--- src/rtl/eeprom_loader_pkg.sv ---
// package for the configuration loader: word map, field
// positions, register map, defaults and the carrier structs.
// assumes a 16-bit word eeprom and a three-port switch.
package eeprom_loader_pkg;

   // ----------------------------------------
   // eeprom word addresses
   // ----------------------------------------
   localparam logic [15:0] EE_SIGNATURE = 16'h1516;
   localparam logic [7:0] EE_ADDR_SIG = 8'h00;
   localparam logic [7:0] EE_ADDR_VID = 8'h02;
   localparam logic [7:0] EE_ADDR_DID = 8'h04;
   localparam logic [7:0] EE_ADDR_MODE = 8'h06;
   localparam logic [7:0] EE_ADDR_SVID = 8'h08;
   localparam logic [7:0] EE_ADDR_SID = 8'h0A;
   localparam logic [7:0] EE_ADDR_CAP = 8'h0C;
   localparam logic [7:0] EE_ADDR_STEP = 8'h02;

   // ----------------------------------------
   // field positions inside word 06h
   // ----------------------------------------
   localparam int W06_EXT_VC = 0;
   localparam int W06_L0S_LO = 1;
   localparam int W06_L1_LO = 4;
   localparam int W06_CLK_PM = 7;
   localparam int W06_NO_ORD_EGR = 8;
   localparam int W06_NO_ORD_TAG = 9;
   localparam int W06_SF = 10;
   localparam int W06_CT_LO = 11;
   localparam int W06_ARB = 13;
   localparam int W06_CREDIT = 14;
   localparam int W06_NP_SF = 15;

   // ----------------------------------------
   // field positions inside word 0Ch
   // ----------------------------------------
   localparam int W0C_MPS_LO = 0;
   localparam int W0C_ASPM_LO = 2;
   localparam int W0C_RBER = 4;
   localparam int W0C_MSI_DIS = 5;
   localparam int W0C_PAR_DIS = 6;
   localparam int W0C_PM_DIS = 7;
   localparam int W0C_PPNP = 8;

   localparam int NUM_PORTS = 3;

   // ----------------------------------------
   // register map and fields
   // ----------------------------------------
   localparam logic [7:0] REG_CTRL = 8'h00;
   localparam logic [7:0] REG_STATUS = 8'h04;
   localparam logic [7:0] REG_IDS = 8'h08;
   localparam logic [7:0] REG_SUBSYS = 8'h0C;
   localparam logic [7:0] REG_RAW = 8'h10;
   localparam logic [7:0] ADDR_WORD_MASK = 8'hFC;
   localparam int CTRL_RELOAD = 0;
   localparam int CTRL_SKIP = 1;
   localparam int ST_DONE = 0;
   localparam int ST_SIG_OK = 1;
   localparam int ST_SIG_BAD = 2;
   localparam int ST_BUSY = 3;
   localparam logic [1:0] RESP_OKAY = 2'b00;
   localparam logic [1:0] RESP_SLVERR = 2'b10;
   localparam logic CTRL_SKIP_RESET = 1'b0;

   // ----------------------------------------
   // carrier types
   // ----------------------------------------
   typedef struct packed {
      logic ext_vc_count;
      logic [2:0] l0s_exit_latency;
      logic [2:0] l1_exit_latency;
      logic clock_pm_cap;
      logic [1:0] max_payload_supported;
      logic [1:0] aspm_support;
      logic role_based_err_rpt;
      logic msi_cap_disable;
      logic compliance_parity_disable;
      logic pm_cap_disable;
      logic posted_pass_nonposted_enable;
   } port_cfg_t;

   typedef struct packed {
      logic no_order_egress;
      logic no_order_cpl_tag;
      logic store_forward;
      logic [1:0] cut_through_threshold;
      logic arbiter_mode;
      logic credit_update_mode;
      logic nonposted_sf_only;
   } switch_mode_t;

   typedef struct packed {
      logic [15:0] vendor_id;
      logic [15:0] device_id;
      logic [15:0] subsys_vendor_id;
      logic [15:0] subsys_id;
   } id_cfg_t;

   // hardware defaults; id values are arbitrary
   localparam port_cfg_t DEF_PORT_CFG = '0;
   localparam switch_mode_t DEF_SWITCH_MODE = '0;
   localparam id_cfg_t DEF_IDS = 64'h0000_0000_0000_0000;

endpackage

--- src/rtl/eeprom_config_loader.sv ---
// configuration loader: reads eeprom words after reset and
// drives the per-port configuration fields of the switch.
// assumes an eeprom reader that answers each held request
// with a one-cycle ee_ack carrying ee_rdata.
`timescale 1ns/10ps

// Contract
// - word 00h must hold 1516h; it marks eeprom contents valid.
// - word 06h bit 0 loads extended vc count, all ports.
// - word 06h bits 3:1 load l0s exit latency, all ports.
// - word 06h bits 6:4 load l1 exit latency, all ports.
// - word 06h bit 7 loads clock pm capability, all ports.
// - word 06h bit 8 selects no ordering across egress ports.
// - word 06h bit 9 selects no ordering across completion tags.
// - word 06h bit 10 selects store and forward on port 0.
// - word 06h bits 12:11 give port 0 cut-through threshold.
// - word 06h bit 13 selects port 0 arbiter mode.
// - word 06h bit 14 selects port 0 credit update mode.
// - word 06h bit 15 limits store and forward to non-posted.
// - word 0Ch bits 1:0 load max payload size, all ports.
// - word 0Ch bits 3:2 load aspm support level, all ports.
// - word 0Ch bit 4 flags role-based error reporting, all ports.
// - word 0Ch bit 5 disables msi capability, all ports.
// - word 0Ch bit 6 disables compliance parity, all ports.
// - word 0Ch bit 7 disables power management cap, all ports.
// - word 0Ch bit 8 lets posted pass non-posted, all ports.
// - word 06h high byte only port 0; the rest all ports.
module eeprom_config_loader
   import eeprom_loader_pkg::*;
(
   input wire logic aclk,
   input wire logic aresetn,

   // eeprom word reader
   output logic ee_req,
   output logic [7:0] ee_addr,
   input wire logic ee_ack,
   input wire logic [15:0] ee_rdata,

   // configuration fields
   output id_cfg_t ids,
   output switch_mode_t port0_mode,
   output port_cfg_t port_cfg [NUM_PORTS],
   output logic cfg_access_enable,

   // axi4-lite slave
   input wire logic [7:0] s_axi_awaddr,
   input wire logic s_axi_awvalid,
   output logic s_axi_awready,
   input wire logic [31:0] s_axi_wdata,
   input wire logic [3:0] s_axi_wstrb,
   input wire logic s_axi_wvalid,
   output logic s_axi_wready,
   output logic [1:0] s_axi_bresp,
   output logic s_axi_bvalid,
   input wire logic s_axi_bready,

   // read channels
   input wire logic [7:0] s_axi_araddr,
   input wire logic s_axi_arvalid,
   output logic s_axi_arready,
   output logic [31:0] s_axi_rdata,
   output logic [1:0] s_axi_rresp,
   output logic s_axi_rvalid,
   input wire logic s_axi_rready
);

   // ----------------------------------------
   // load sequencer
   // ----------------------------------------
   typedef enum logic [1:0] {
      st_issue,
      st_wait,
      st_done
   } load_state_t;

   load_state_t state;

   logic sig_ok;
   logic sig_bad;

   logic skip_load;
   logic reload_req;

   logic [15:0] raw_mode;
   logic [15:0] raw_cap;

   // decode of the word just answered
   wire took = (state == st_wait) && ee_ack;
   wire at_sig = (ee_addr == EE_ADDR_SIG);
   wire sig_match = (ee_rdata == EE_SIGNATURE);
   wire at_last = (ee_addr == EE_ADDR_CAP);

   // one strobe per word slot
   wire take_vid = took && (ee_addr == EE_ADDR_VID);
   wire take_did = took && (ee_addr == EE_ADDR_DID);
   wire take_mode = took && (ee_addr == EE_ADDR_MODE);
   wire take_svid = took && (ee_addr == EE_ADDR_SVID);
   wire take_sid = took && (ee_addr == EE_ADDR_SID);
   wire take_cap = took && (ee_addr == EE_ADDR_CAP);

   wire bad_sig = took && at_sig && !sig_match;
   wire restart = (state == st_done) && reload_req;

   wire [7:0] next_addr = 8'(ee_addr + EE_ADDR_STEP);

   // state and request handshake
   always_ff @(posedge aclk) begin
      if (!aresetn) begin
         state <= st_issue;
         ee_req <= 1'b0;
         ee_addr <= EE_ADDR_SIG;
      end else begin
         case (state)
            st_issue: begin
               ee_req <= 1'b1;
               state <= st_wait;
            end

            st_wait: begin
               if (ee_ack) begin
                  ee_req <= 1'b0;
                  if (bad_sig || at_last) begin
                     state <= st_done;
                  end else begin
                     ee_addr <= next_addr;
                     state <= st_issue;
                  end
               end
            end

            st_done: begin
               if (reload_req) begin
                  ee_addr <= EE_ADDR_SIG;
                  state <= skip_load ? st_done : st_issue;
               end
            end

            default: begin
               state <= st_done;
               ee_req <= 1'b0;
            end
         endcase
      end
   end

   // config access held off until loading ends
   always_ff @(posedge aclk) begin
      if (!aresetn) begin
         cfg_access_enable <= 1'b0;
      end else if (restart && !skip_load) begin
         cfg_access_enable <= 1'b0;
      end else if (took && (bad_sig || at_last)) begin
         cfg_access_enable <= 1'b1;
      end
   end

   // signature verdict
   always_ff @(posedge aclk) begin
      if (!aresetn || restart) begin
         sig_ok <= 1'b0;
         sig_bad <= 1'b0;
      end else if (took && at_sig) begin
         sig_ok <= sig_match;
         sig_bad <= !sig_match;
      end
   end

   // ----------------------------------------
   // identification words
   // ----------------------------------------
   always_ff @(posedge aclk) begin
      if (!aresetn || restart) begin
         ids <= DEF_IDS;
      end else begin
         if (take_vid) ids.vendor_id <= ee_rdata;
         if (take_did) ids.device_id <= ee_rdata;
         if (take_svid) ids.subsys_vendor_id <= ee_rdata;
         if (take_sid) ids.subsys_id <= ee_rdata;
      end
   end

   // raw copies for software readback
   always_ff @(posedge aclk) begin
      if (!aresetn || restart) begin
         raw_mode <= 16'h0000;
         raw_cap <= 16'h0000;
      end else begin
         if (take_mode) raw_mode <= ee_rdata;
         if (take_cap) raw_cap <= ee_rdata;
      end
   end

   // ----------------------------------------
   // port 0 switch mode, high byte of word 06h
   // ----------------------------------------
   always_ff @(posedge aclk) begin
      if (!aresetn || restart) begin
         port0_mode <= DEF_SWITCH_MODE;
      end else if (take_mode) begin
         port0_mode.no_order_egress <= ee_rdata[W06_NO_ORD_EGR];
         port0_mode.no_order_cpl_tag <= ee_rdata[W06_NO_ORD_TAG];
         port0_mode.store_forward <= ee_rdata[W06_SF];
         port0_mode.cut_through_threshold <= ee_rdata[W06_CT_LO +: 2];
         port0_mode.arbiter_mode <= ee_rdata[W06_ARB];
         port0_mode.credit_update_mode <= ee_rdata[W06_CREDIT];
         port0_mode.nonposted_sf_only <= ee_rdata[W06_NP_SF];
      end
   end

   // ----------------------------------------
   // per-port fields, replicated on all ports
   // ----------------------------------------
   for (genvar p = 0; p < NUM_PORTS; p++) begin : g_port
      always_ff @(posedge aclk) begin
         if (!aresetn || restart) begin
            port_cfg[p] <= DEF_PORT_CFG;
         end else if (take_mode) begin
            port_cfg[p].ext_vc_count <= ee_rdata[W06_EXT_VC];
            port_cfg[p].l0s_exit_latency <= ee_rdata[W06_L0S_LO +: 3];
            port_cfg[p].l1_exit_latency <= ee_rdata[W06_L1_LO +: 3];
            port_cfg[p].clock_pm_cap <= ee_rdata[W06_CLK_PM];
         end else if (take_cap) begin
            port_cfg[p].max_payload_supported <= ee_rdata[W0C_MPS_LO +: 2];
            port_cfg[p].aspm_support <= ee_rdata[W0C_ASPM_LO +: 2];
            port_cfg[p].role_based_err_rpt <= ee_rdata[W0C_RBER];
            port_cfg[p].msi_cap_disable <= ee_rdata[W0C_MSI_DIS];
            port_cfg[p].compliance_parity_disable <= ee_rdata[W0C_PAR_DIS];
            port_cfg[p].pm_cap_disable <= ee_rdata[W0C_PM_DIS];
            port_cfg[p].posted_pass_nonposted_enable <= ee_rdata[W0C_PPNP];
         end
      end
   end

   // ----------------------------------------
   // axi4-lite write channel
   // ----------------------------------------
   logic aw_full;
   logic w_full;

   logic [7:0] aw_addr_q;
   logic [31:0] wdata_q;
   logic [3:0] wstrb_q;

   wire aw_hs = s_axi_awvalid && s_axi_awready;
   wire w_hs = s_axi_wvalid && s_axi_wready;
   wire b_hs = s_axi_bvalid && s_axi_bready;

   // held pair, no response owed
   wire do_write = aw_full && w_full && !s_axi_bvalid;

   // write address decode
   wire [7:0] wr_word = aw_addr_q & ADDR_WORD_MASK;
   wire wr_ctrl = (wr_word == REG_CTRL);
   wire wr_mapped = wr_ctrl || (wr_word == REG_STATUS) ||
                    (wr_word == REG_IDS) || (wr_word == REG_SUBSYS) ||
                    (wr_word == REG_RAW);

   wire ctrl_wr = do_write && wr_ctrl && wstrb_q[0];

   // address and data taken in either order
   always_ff @(posedge aclk) begin
      if (!aresetn) begin
         aw_full <= 1'b0;
         w_full <= 1'b0;
         s_axi_awready <= 1'b0;
         s_axi_wready <= 1'b0;
         aw_addr_q <= 8'h00;
         wdata_q <= 32'h0000_0000;
         wstrb_q <= 4'h0;
      end else begin
         if (aw_hs) begin
            aw_full <= 1'b1;
            s_axi_awready <= 1'b0;
            aw_addr_q <= s_axi_awaddr;
         end else if (do_write) begin
            aw_full <= 1'b0;
         end else if (!aw_full && !s_axi_bvalid) begin
            s_axi_awready <= 1'b1;
         end

         if (w_hs) begin
            w_full <= 1'b1;
            s_axi_wready <= 1'b0;
            wdata_q <= s_axi_wdata;
            wstrb_q <= s_axi_wstrb;
         end else if (do_write) begin
            w_full <= 1'b0;
         end else if (!w_full && !s_axi_bvalid) begin
            s_axi_wready <= 1'b1;
         end
      end
   end

   // write response
   always_ff @(posedge aclk) begin
      if (!aresetn) begin
         s_axi_bvalid <= 1'b0;
         s_axi_bresp <= RESP_OKAY;
      end else if (do_write) begin
         s_axi_bvalid <= 1'b1;
         s_axi_bresp <= wr_mapped ? RESP_OKAY : RESP_SLVERR;
      end else if (b_hs) begin
         s_axi_bvalid <= 1'b0;
      end
   end

   // control register: skip bit and reload pulse
   always_ff @(posedge aclk) begin
      if (!aresetn) begin
         skip_load <= CTRL_SKIP_RESET;
         reload_req <= 1'b0;
      end else begin
         reload_req <= ctrl_wr && wdata_q[CTRL_RELOAD];
         if (ctrl_wr) skip_load <= wdata_q[CTRL_SKIP];
      end
   end

   // ----------------------------------------
   // axi4-lite read channel
   // ----------------------------------------
   wire ar_hs = s_axi_arvalid && s_axi_arready;
   wire r_hs = s_axi_rvalid && s_axi_rready;

   wire [7:0] rd_word = s_axi_araddr & ADDR_WORD_MASK;

   // register words as read back
   wire [31:0] rd_ctrl = {30'h0000_0000, skip_load, 1'b0};
   wire [31:0] rd_status = {28'h000_0000, state != st_done,
                            sig_bad, sig_ok, cfg_access_enable};
   wire [31:0] rd_ids = {ids.device_id, ids.vendor_id};
   wire [31:0] rd_subsys = {ids.subsys_id, ids.subsys_vendor_id};
   wire [31:0] rd_raw = {raw_cap, raw_mode};

   wire rd_hit_ctrl = (rd_word == REG_CTRL);
   wire rd_hit_status = (rd_word == REG_STATUS);
   wire rd_hit_ids = (rd_word == REG_IDS);
   wire rd_hit_subsys = (rd_word == REG_SUBSYS);
   wire rd_hit_raw = (rd_word == REG_RAW);
   wire rd_mapped = rd_hit_ctrl || rd_hit_status || rd_hit_ids ||
                    rd_hit_subsys || rd_hit_raw;

   // data select
   wire [31:0] rd_mux = rd_hit_ctrl ? rd_ctrl :
                        rd_hit_status ? rd_status :
                        rd_hit_ids ? rd_ids :
                        rd_hit_subsys ? rd_subsys :
                        rd_hit_raw ? rd_raw : 32'h0000_0000;

   // one read under way at a time
   always_ff @(posedge aclk) begin
      if (!aresetn) begin
         s_axi_arready <= 1'b0;
         s_axi_rvalid <= 1'b0;
         s_axi_rdata <= 32'h0000_0000;
         s_axi_rresp <= RESP_OKAY;
      end else if (ar_hs) begin
         s_axi_arready <= 1'b0;
         s_axi_rvalid <= 1'b1;
         s_axi_rdata <= rd_mux;
         s_axi_rresp <= rd_mapped ? RESP_OKAY : RESP_SLVERR;
      end else if (r_hs) begin
         s_axi_rvalid <= 1'b0;
         s_axi_arready <= 1'b1;
      end else if (!s_axi_rvalid) begin
         s_axi_arready <= 1'b1;
      end
   end

endmodule

--- config.mk ---
export PLATFORM = sky130hd
export DESIGN_NAME = eeprom_config_loader
export DESIGN_NICKNAME = d
export VERILOG_FILES = /design/src/rtl/eeprom_loader_pkg.sv /design/src/rtl/eeprom_config_loader.sv
export SDC_FILE = /design/constraint.sdc
export NUM_CORES = 1
export LEC_CHECK = 0
export ABC_AREA = 1
export BUFFER_PORTS_ARGS = -buffer_cell sky130_fd_sc_hd__buf_4
export CAP_MARGIN = 40
export CELL_PAD_IN_SITES_DETAIL_PLACEMENT = 0
export CELL_PAD_IN_SITES_GLOBAL_PLACEMENT = 2
export CORE_MARGIN = 2
export CORE_UTILIZATION = 24
export DETAILED_ROUTE_END_ITERATION = 10
export GPL_TIMING_DRIVEN = 0
export PLACE_DENSITY = 0.84
export SYNTH_ARGS = -nofsm -noshare
export SYNTH_HDL_FRONTEND = slang
export SYNTH_SLANG_ARGS = --single-unit
--- constraint.sdc ---
create_clock -name aclk -period 1.3 [get_ports aclk]
set_input_delay 0.195 -clock aclk [delete_from_list [all_inputs] [get_ports aclk]]
set_output_delay 0.195 -clock aclk [all_outputs]
set_load 0.005 [all_outputs]
==> summary.md, run 1 <==
| Metric | Value |
|---|---|
| Outcome | `finished with violations` |
| Violated checks | `negative setup slack` |
| DP Cell Count | `1521` |
| P&R area growth vs syn | `71.94%` |
| Critical path arrival | `1.82 ns` |
| Hold Crit Class | `primary input to flop` |
| Number of global-route vias before repair | `7124` |
| P_leak | `5.267 nW` |
| Nets | `1310` |
| RSZ-0062 raised after global routing | `true` |
| Initial core utilization | `24.49%` |
| Final Cycle Share | `114.3%` |
| Root Driver | `clkbuf_16` |
| Cell Area, Placed | `9163 µm²` |
| Synthesized area | `7049 µm²` |
| I/O Buffers | `209` |
| DR DRC count | `0` |
| Final min period | `1.486 ns` |
| Fin area | `12120 µm²` |
| Clk_lat worst skew | `0.44 ns` |
| Critical Path End Type | `flop` |
| Post-Route WL | `30550 µm` |
| Multi-input combinational cell area | `3697 µm²` |
| TritonCTS clock tree | `yes` |
| Pin count of the biggest net entering global routing | `17` |
| Gr ovfl total | `0` |
| Share of cells above drive strength 1 | `48.23%` |
| CP Launch Type | `flop` |
| Max clock buf depth | `2` |
| Netlist cell types | `40` |
| Setup_tns | `-12.60 ns` |
| Core ar. | `28780 µm²` |
| Total die area | `30760 µm²` |
| Final Hold Fails | `0` |
| Pwr per Cell Area | `992.2 nW/µm²` |
| Number of flops mapped to enable cells by yosys | `0` |
| Worst Tran Pin Value | `0.5850 ns` |
| Fin cells | `1630` |
| Peak VDD IR | `822.7 µV` |
| PnR worst setup slack | `-0.1859 ns` |
| Syn Area/Cell | `7.613 µm²` |
| Seq. cell area | `3446 µm²` |
| 1st-iter DRT viols | `533` |
| Post-Syn Instances | `926` |
| Max_cap viols | `0` |
| CTS sink cnt | `170` |
| Number of fill cells | `2875` |
| Placed wire-length estimate after detailed placement | `20690 µm` |
| Req. time, crit path | `1.63 ns` |
| I/O pins | `250` |
| CP max FO | `6` |
| Final core occ | `42.11%` |
| Vias/cell | `4.655` |
| Final Max Tran Viols | `0` |
| Fmax | `673.0 MHz` |
| Final GP Congestion | `0.8296` |
| FFs w/ async S/R, synth | `0%` |
| Crit path kind | `flop to flop` |
| Vias | `7587` |
| Tot GR Track Use | `19.11%` |
| Slew HR | `61.00%` |
| Diodes inserted | `0` |
| Post-synthesis sequential area ratio | `48.28%` |
| DRT antenna net count | `0` |
| Yosys reg bits | `170` |
| Antenna violations before repair | `0` |
| Row count | `62` |
| Die H | `175.4 µm` |
| # H-tree levels | `4` |
| Die width | `175.4 µm` |
| Clk pin slew, worst setup/hold paths | `0.07 ns` |
| Setup violators final | `115` |
| First drt pass iteration count | `6` |
| Routed WL per cell | `18.74 µm` |
| Synth area leader | `dfxtp_1` |
| Share of the synthesized area in the top cell type | `48.28%` |
| Synth Flop Type | `dfxtp_1` |
| Synth warnings | `0` |
| CTS buffer count | `17` |
| Top cells by area, synth | `dfxtp_1 48%, o21ai_0 10%, nor2_1 7.2%` |
| Skew final | `0.01268 ns` |
| First-pass GRT wire length | `44040 µm` |
==> cells by family after synthesis <==
| logic type | Yosys count | share of synthesized area [%] |
|---|---|---|
| xor+xnor | 5 | 0.6213 |
| other cells | 1 | 0.05320 |
| fa+ha+maj | 1 | 0.1775 |
| flops | 170 | 48.28 |
| buf+inv | 157 | 11.09 |
| simple gates | 318 | 19.19 |
| compound gates | 274 | 20.59 |
==> through the flow <==
step / setup slack [ns] / power [mW] / hold WS [ns]
4_1_cts: -0.1739 / 11.90 / 0.001842
2_1_floorplan: -0.01655 / 5.890 / 0.3299
5_1_grt: -0.2816 / 12.37 / 0.005864
3_5_place_dp: -0.8334 / 6.314 / 0.4420
3_3_place_gp: -0.8051 / 6.311 / 0.4383
6_report: -0.1859 / 12.03 / 0.01016
==> path summary, 6_finish.rpt <==
path / from / endpoint / slack, ns / depth (start not counted)
setup / recovery: state[1] / raw_cap[14] / -0.19 / 10
hold / removal: s_axi_awaddr[6] / aw_addr_q[6] / 0.01 / 3
setup reg to reg: state[1] / raw_cap[14] / -0.19 / 10
hold reg to reg: s_axi_rdata[31] / s_axi_rdata[31] / 0.45 / 2
==> layer usage <==
| metal | GRT usage [%] | part of all wire [%] | up-vias |
|---|---|---|---|
| met2 | 30.38 | 47 | 277 |
| met1 | 25.38 | 43 | 3618 |
| met5 | 0 | 0 | - |
| met4 | 5.694 | 2.1 | 0 |
| met3 | 5.022 | 7.9 | 32 |
| li1 | - | - | 3660 |
==> flip-flops by register name, summed over array words and instances (netlist names), 2 cells and up <==
signal,count
ee_addr,7
aw_addr_q,6
port_cfg,9
state,2
s_axi_rdata,32
wdata_q,2
raw_cap,16
raw_mode,16
ids,64
==> timing repair <==
action                     CTS  global route
gates resized for setup    360           132
hold endpoints to repair     2             0
hold buffers                 2             0
setup endpoints to repair  165           156
gates cloned                19             4
buffers inserted            35            20
pin swaps                   38            50
==> final cells by class <==
type                            count  share of cell area [%]
Clock inverter                     11                  0.9704
Tap cell                          384                   3.964
Buffer                             79                   7.278
Sequential cell                   170                   28.43
Clock buffer                       21                   3.974
Inverter                           78                   2.983
Multi-Input combinational cell    602                   30.50
Timing Repair Buffer              285                   21.90
==> synthesized netlist by cell type, types with 4 or more instances <==
master and instances:
nand3_1 28, o21ai_0 146, inv_1 71, nand2_1 127
o21ai_1 4, o211ai_1 9, a21oi_1 98, clkbuf_1 15
nor2_1 136, buf_2 18, nand2_4 5, a22o_1 6
nand2_2 6, dfxtp_1 170, inv_2 5, buf_4 41
==> cells in the final DEF (no fill, tap or decap), drive strengths merged, types with 2 or more instances in the layout <==
master / synthesis / final
o211ai: 9 / 9
xor2: 3 / 3
nand3: 28 / 28
buf: 64 / 341
inv: 76 / 83
conb: 1 / 3
nor2: 142 / 142
or2: 3 / 3
dfxtp: 170 / 170
a21oi: 99 / 99
nor3: 3 / 3
dlygate4sd3: 0 / 2
o221ai: 3 / 3
a211oi: 2 / 2
clkinv: 2 / 4
xnor2: 2 / 2
a22o: 6 / 6
nand2: 138 / 139
clkbuf: 15 / 42
o21ai: 151 / 151
nand4: 3 / 3
==> worst max-delay path, stage by stage, from the launching register on <==
cell and delay [ns]:
dfxtp_2 0.34, inv_4 0.06, nand2_4 0.06, nor2_8 0.12, buf_12 0.12, nand4_1 0.10, buf_6 0.17, inv_8 0.11
buf_6 0.13, buf_16 0.11, a21oi_2 0.05
==> report_power, final <==
part           total [mW]  internal [mW]  switching, mW
Sequential           5.37           5.29         0.0848
Combinational        1.33          0.590          0.736
Clock                5.33           2.92           2.40
Total                12.0           8.80           3.22
(Power assumes the default switching activity.)
==> run 2, diff against run 1 <==
- GPL_TIMING_DRIVEN: 0 -> 1
==> run 2 against run 1 <==
  * The flow still finishes with violations (negative setup slack)
  * Worst hold slack better by 0.023 ns
  * Register-to-register slack worse by 0.05 ns
  * Clock power decreased by 4%
  * Critical path depth grew 1
  * Power fell by 2.3%
  * Via count shrank 3.9%
  * Combinational power down 7%
  * Non-clock buffer count is 9 lower
  * Critical endpoint is now ids[32]
==> summary.md, run 2 (synthesized netlist as in run 1, its figures left out) <==
| Metric | Value |
|---|---|
| Outcome | `finished with violations` |
| Violated checks | `negative setup slack` |
| Total die area | `30760 µm² (unchanged)` |
| Routed WL per cell | `17.66 µm (-5.8%)` |
| Final Hold Fails | `0 (unchanged)` |
| Commonest non-fill, non-tap cell in the layout | `buf_4` |
| Diodes inserted | `0 (unchanged)` |
| Tot GR Track Use | `17.42% (-1.7 points)` |
| Min Hold Slack | `0.03344 ns (+0.02328 ns)` |
| Final GP Congestion | `0.8062 (-2.8%)` |
| Row count | `62 (unchanged)` |
| Regs by FF count | `ids (64), s_axi_rdata (32)` |
| CTS sink cnt | `170 (unchanged)` |
| Root Driver | `clkbuf_16` |
| Post-Route WL | `28630 µm (-6.3%)` |
| Crit path kind | `flop to flop` |
| Slew HR | `64.05% (+3.1 points)` |
| Final Cycle Share | `118.0% (+3.7 points)` |
| Fin area | `11490 µm² (-5.2%)` |
| HP Start | `s_axi_awaddr[3]` |
| Most flop-heavy register | `ids` |
| 1st-iter DRT viols | `454 (-15%)` |
| Initial core utilization | `24.49% (unchanged)` |
| Clk_lat worst skew | `0.44 ns (about the same)` |
| TritonCTS clock tree | `yes` |
| Most frequent cells in the layout | `286 x buf_4, 156 x dfxtp_1, 124 x nor2_1` |
| Core ar. | `28780 µm² (unchanged)` |
| Setup violators final | `117 (+1.7%)` |
| DR DRC count | `0 (unchanged)` |
| DRT antenna net count | `0 (unchanged)` |
| Critical Path End Type | `flop` |
| Worst Tran Pin Value | `0.5392 ns (-0.04584 ns)` |
| Antenna violations before repair | `0 (unchanged)` |
| P_leak | `5.061 nW (-3.9%)` |
| Pwr per Cell Area | `1022 nW/µm² (+3.0%)` |
| Max_cap viols | `0 (unchanged)` |
| Share of cells above drive strength 1 | `42.60% (-5.6 points)` |
| RSZ-0062 raised after global routing | `true` |
| DP Cell Count | `1539 (+1.2%)` |
| Peak VDD IR | `681.1 µV (-17%)` |
| Final Max Tran Viols | `0 (unchanged)` |
| P&R area growth vs syn | `62.97%` |
| Max reg flops | `64 (unchanged)` |
| Reg-to-Reg Start | `ee_addr[7]` |
| Cell Area, Placed | `9589 µm² (+4.7%)` |
| Critical path arrival | `1.92 ns (+0.10 ns)` |
| Hold Crit Class | `primary input to flop` |
| Placed wire-length estimate after detailed placement | `18670 µm (-9.8%)` |
| Nets | `1301 (-0.69%)` |
| First drt pass iteration count | `5 (-1)` |
| Req. time, crit path | `1.68 ns (+0.05 ns)` |
| Die width | `175.4 µm (unchanged)` |
| Fmax | `652.0 MHz (-3.1%)` |
| # H-tree levels | `4 (unchanged)` |
| First-pass GRT wire length | `40700 µm (-7.6%)` |
| Skew final | `0.01369 ns (+0.001015 ns)` |
| Fin cells | `1621 (-0.55%)` |
| PnR worst setup slack | `-0.2337 ns (-0.04786 ns)` |
| CP Launch Point | `ee_addr[7]` |
| Clk pin slew, worst setup/hold paths | `0.08 ns (about the same)` |
| Number of global-route vias before repair | `6988 (-1.9%)` |
| Final min period | `1.534 ns (+0.04786 ns)` |
| Max clock buf depth | `2 (unchanged)` |
| I/O pins | `250 (unchanged)` |
| CP max FO | `5 (-1)` |
| Gr ovfl total | `0 (unchanged)` |
| I/O Buffers | `209 (unchanged)` |
| Vias/cell | `4.500 (-3.3%)` |
| Vias | `7294 (-3.9%)` |
| Final core occ | `39.92% (-2.2 points)` |
| CP Launch Type | `flop` |
| Die H | `175.4 µm (unchanged)` |
| Hold path cells | `3 (unchanged)` |
| Pin count of the biggest net entering global routing | `52 (+35)` |
| CTS buffer count | `17 (unchanged)` |
| Register-to-Register Path Depth | `11 (+1)` |
==> run 2: per-layer routing <==
layer | share of wire (%) | vias up | track usage [%] | wire [µm]
met5 | 0 | - | 0 | 0
met4 | 1.5 | 0 | 5.451 | 435
met3 | 6.0 | 31 | 4.827 | 1728
met2 | 48 | 202 | 28.94 | 13650
met1 | 45 | 3435 | 21.87 | 12810
li1 | - | 3626 | - | -
==> run 2: path summary, 6_finish.rpt <==
| check | endpoint | slack (ns) |
|---|---|---|
| max | ids[32] | -0.23 |
| min | aw_addr_q[3] | 0.03 |
| max reg2reg | ids[32] | -0.23 |
| min reg2reg | reload_req | 0.44 |
==> run 2: repair_timing <==
action	CTS	global route
resized for setup	139	133
hold buffers	8	0
setup buffers	18	10
endpoints found under the setup margin	141	155
pin swaps	33	31
hold endpoints to repair	8	0
cloned	12	9
==> run 2: final cells by class <==
class | instances | area (µm²)
multi-input combinational | 602 | 3373
tap | 384 | 480.5
timing repair buffer | 355 | 3283
clock inverter | 14 | 148.9
clock buffer | 18 | 439.2
fill | 2941 | 17290
sequential | 170 | 3426
inverter | 78 | 337.8
==> run 2: metrics by stage <==
| step | power, mW | setup TNS (ns) | worst slack (ns) |
|---|---|---|---|
| finish | 11.75 | -16.83 | -0.2337 |
| CTS | 11.76 | -18.70 | -0.2244 |
| global route | 12.17 | -28.08 | -0.3255 |
| detailed placement | 6.431 | -16.51 | -0.2710 |
| floorplan | 5.890 | -0.02974 | -0.01655 |
| global placement | 6.429 | -14.39 | -0.2269 |
==> run 2: worst max-delay path, stage by stage (launching register included) <==
cell and delay [ns]:
dfxtp_2 0.34, nor2_4 0.12, nand2_2 0.07, buf_6 0.12, nor3_4 0.18, buf_6 0.15, nand2_8 0.06, inv_8 0.07
buf_6 0.13, buf_16 0.13, nor2_2 0.03, nor2_1 0.07
==> run 2: power breakdown <==
part | internal [mW] | total, mW | switching (mW)
Clock | 2.62 | 5.14 | 2.52
Combinational | 0.581 | 1.24 | 0.659
Sequential | 5.29 | 5.37 | 0.0719
Total | 8.50 | 11.7 | 3.25
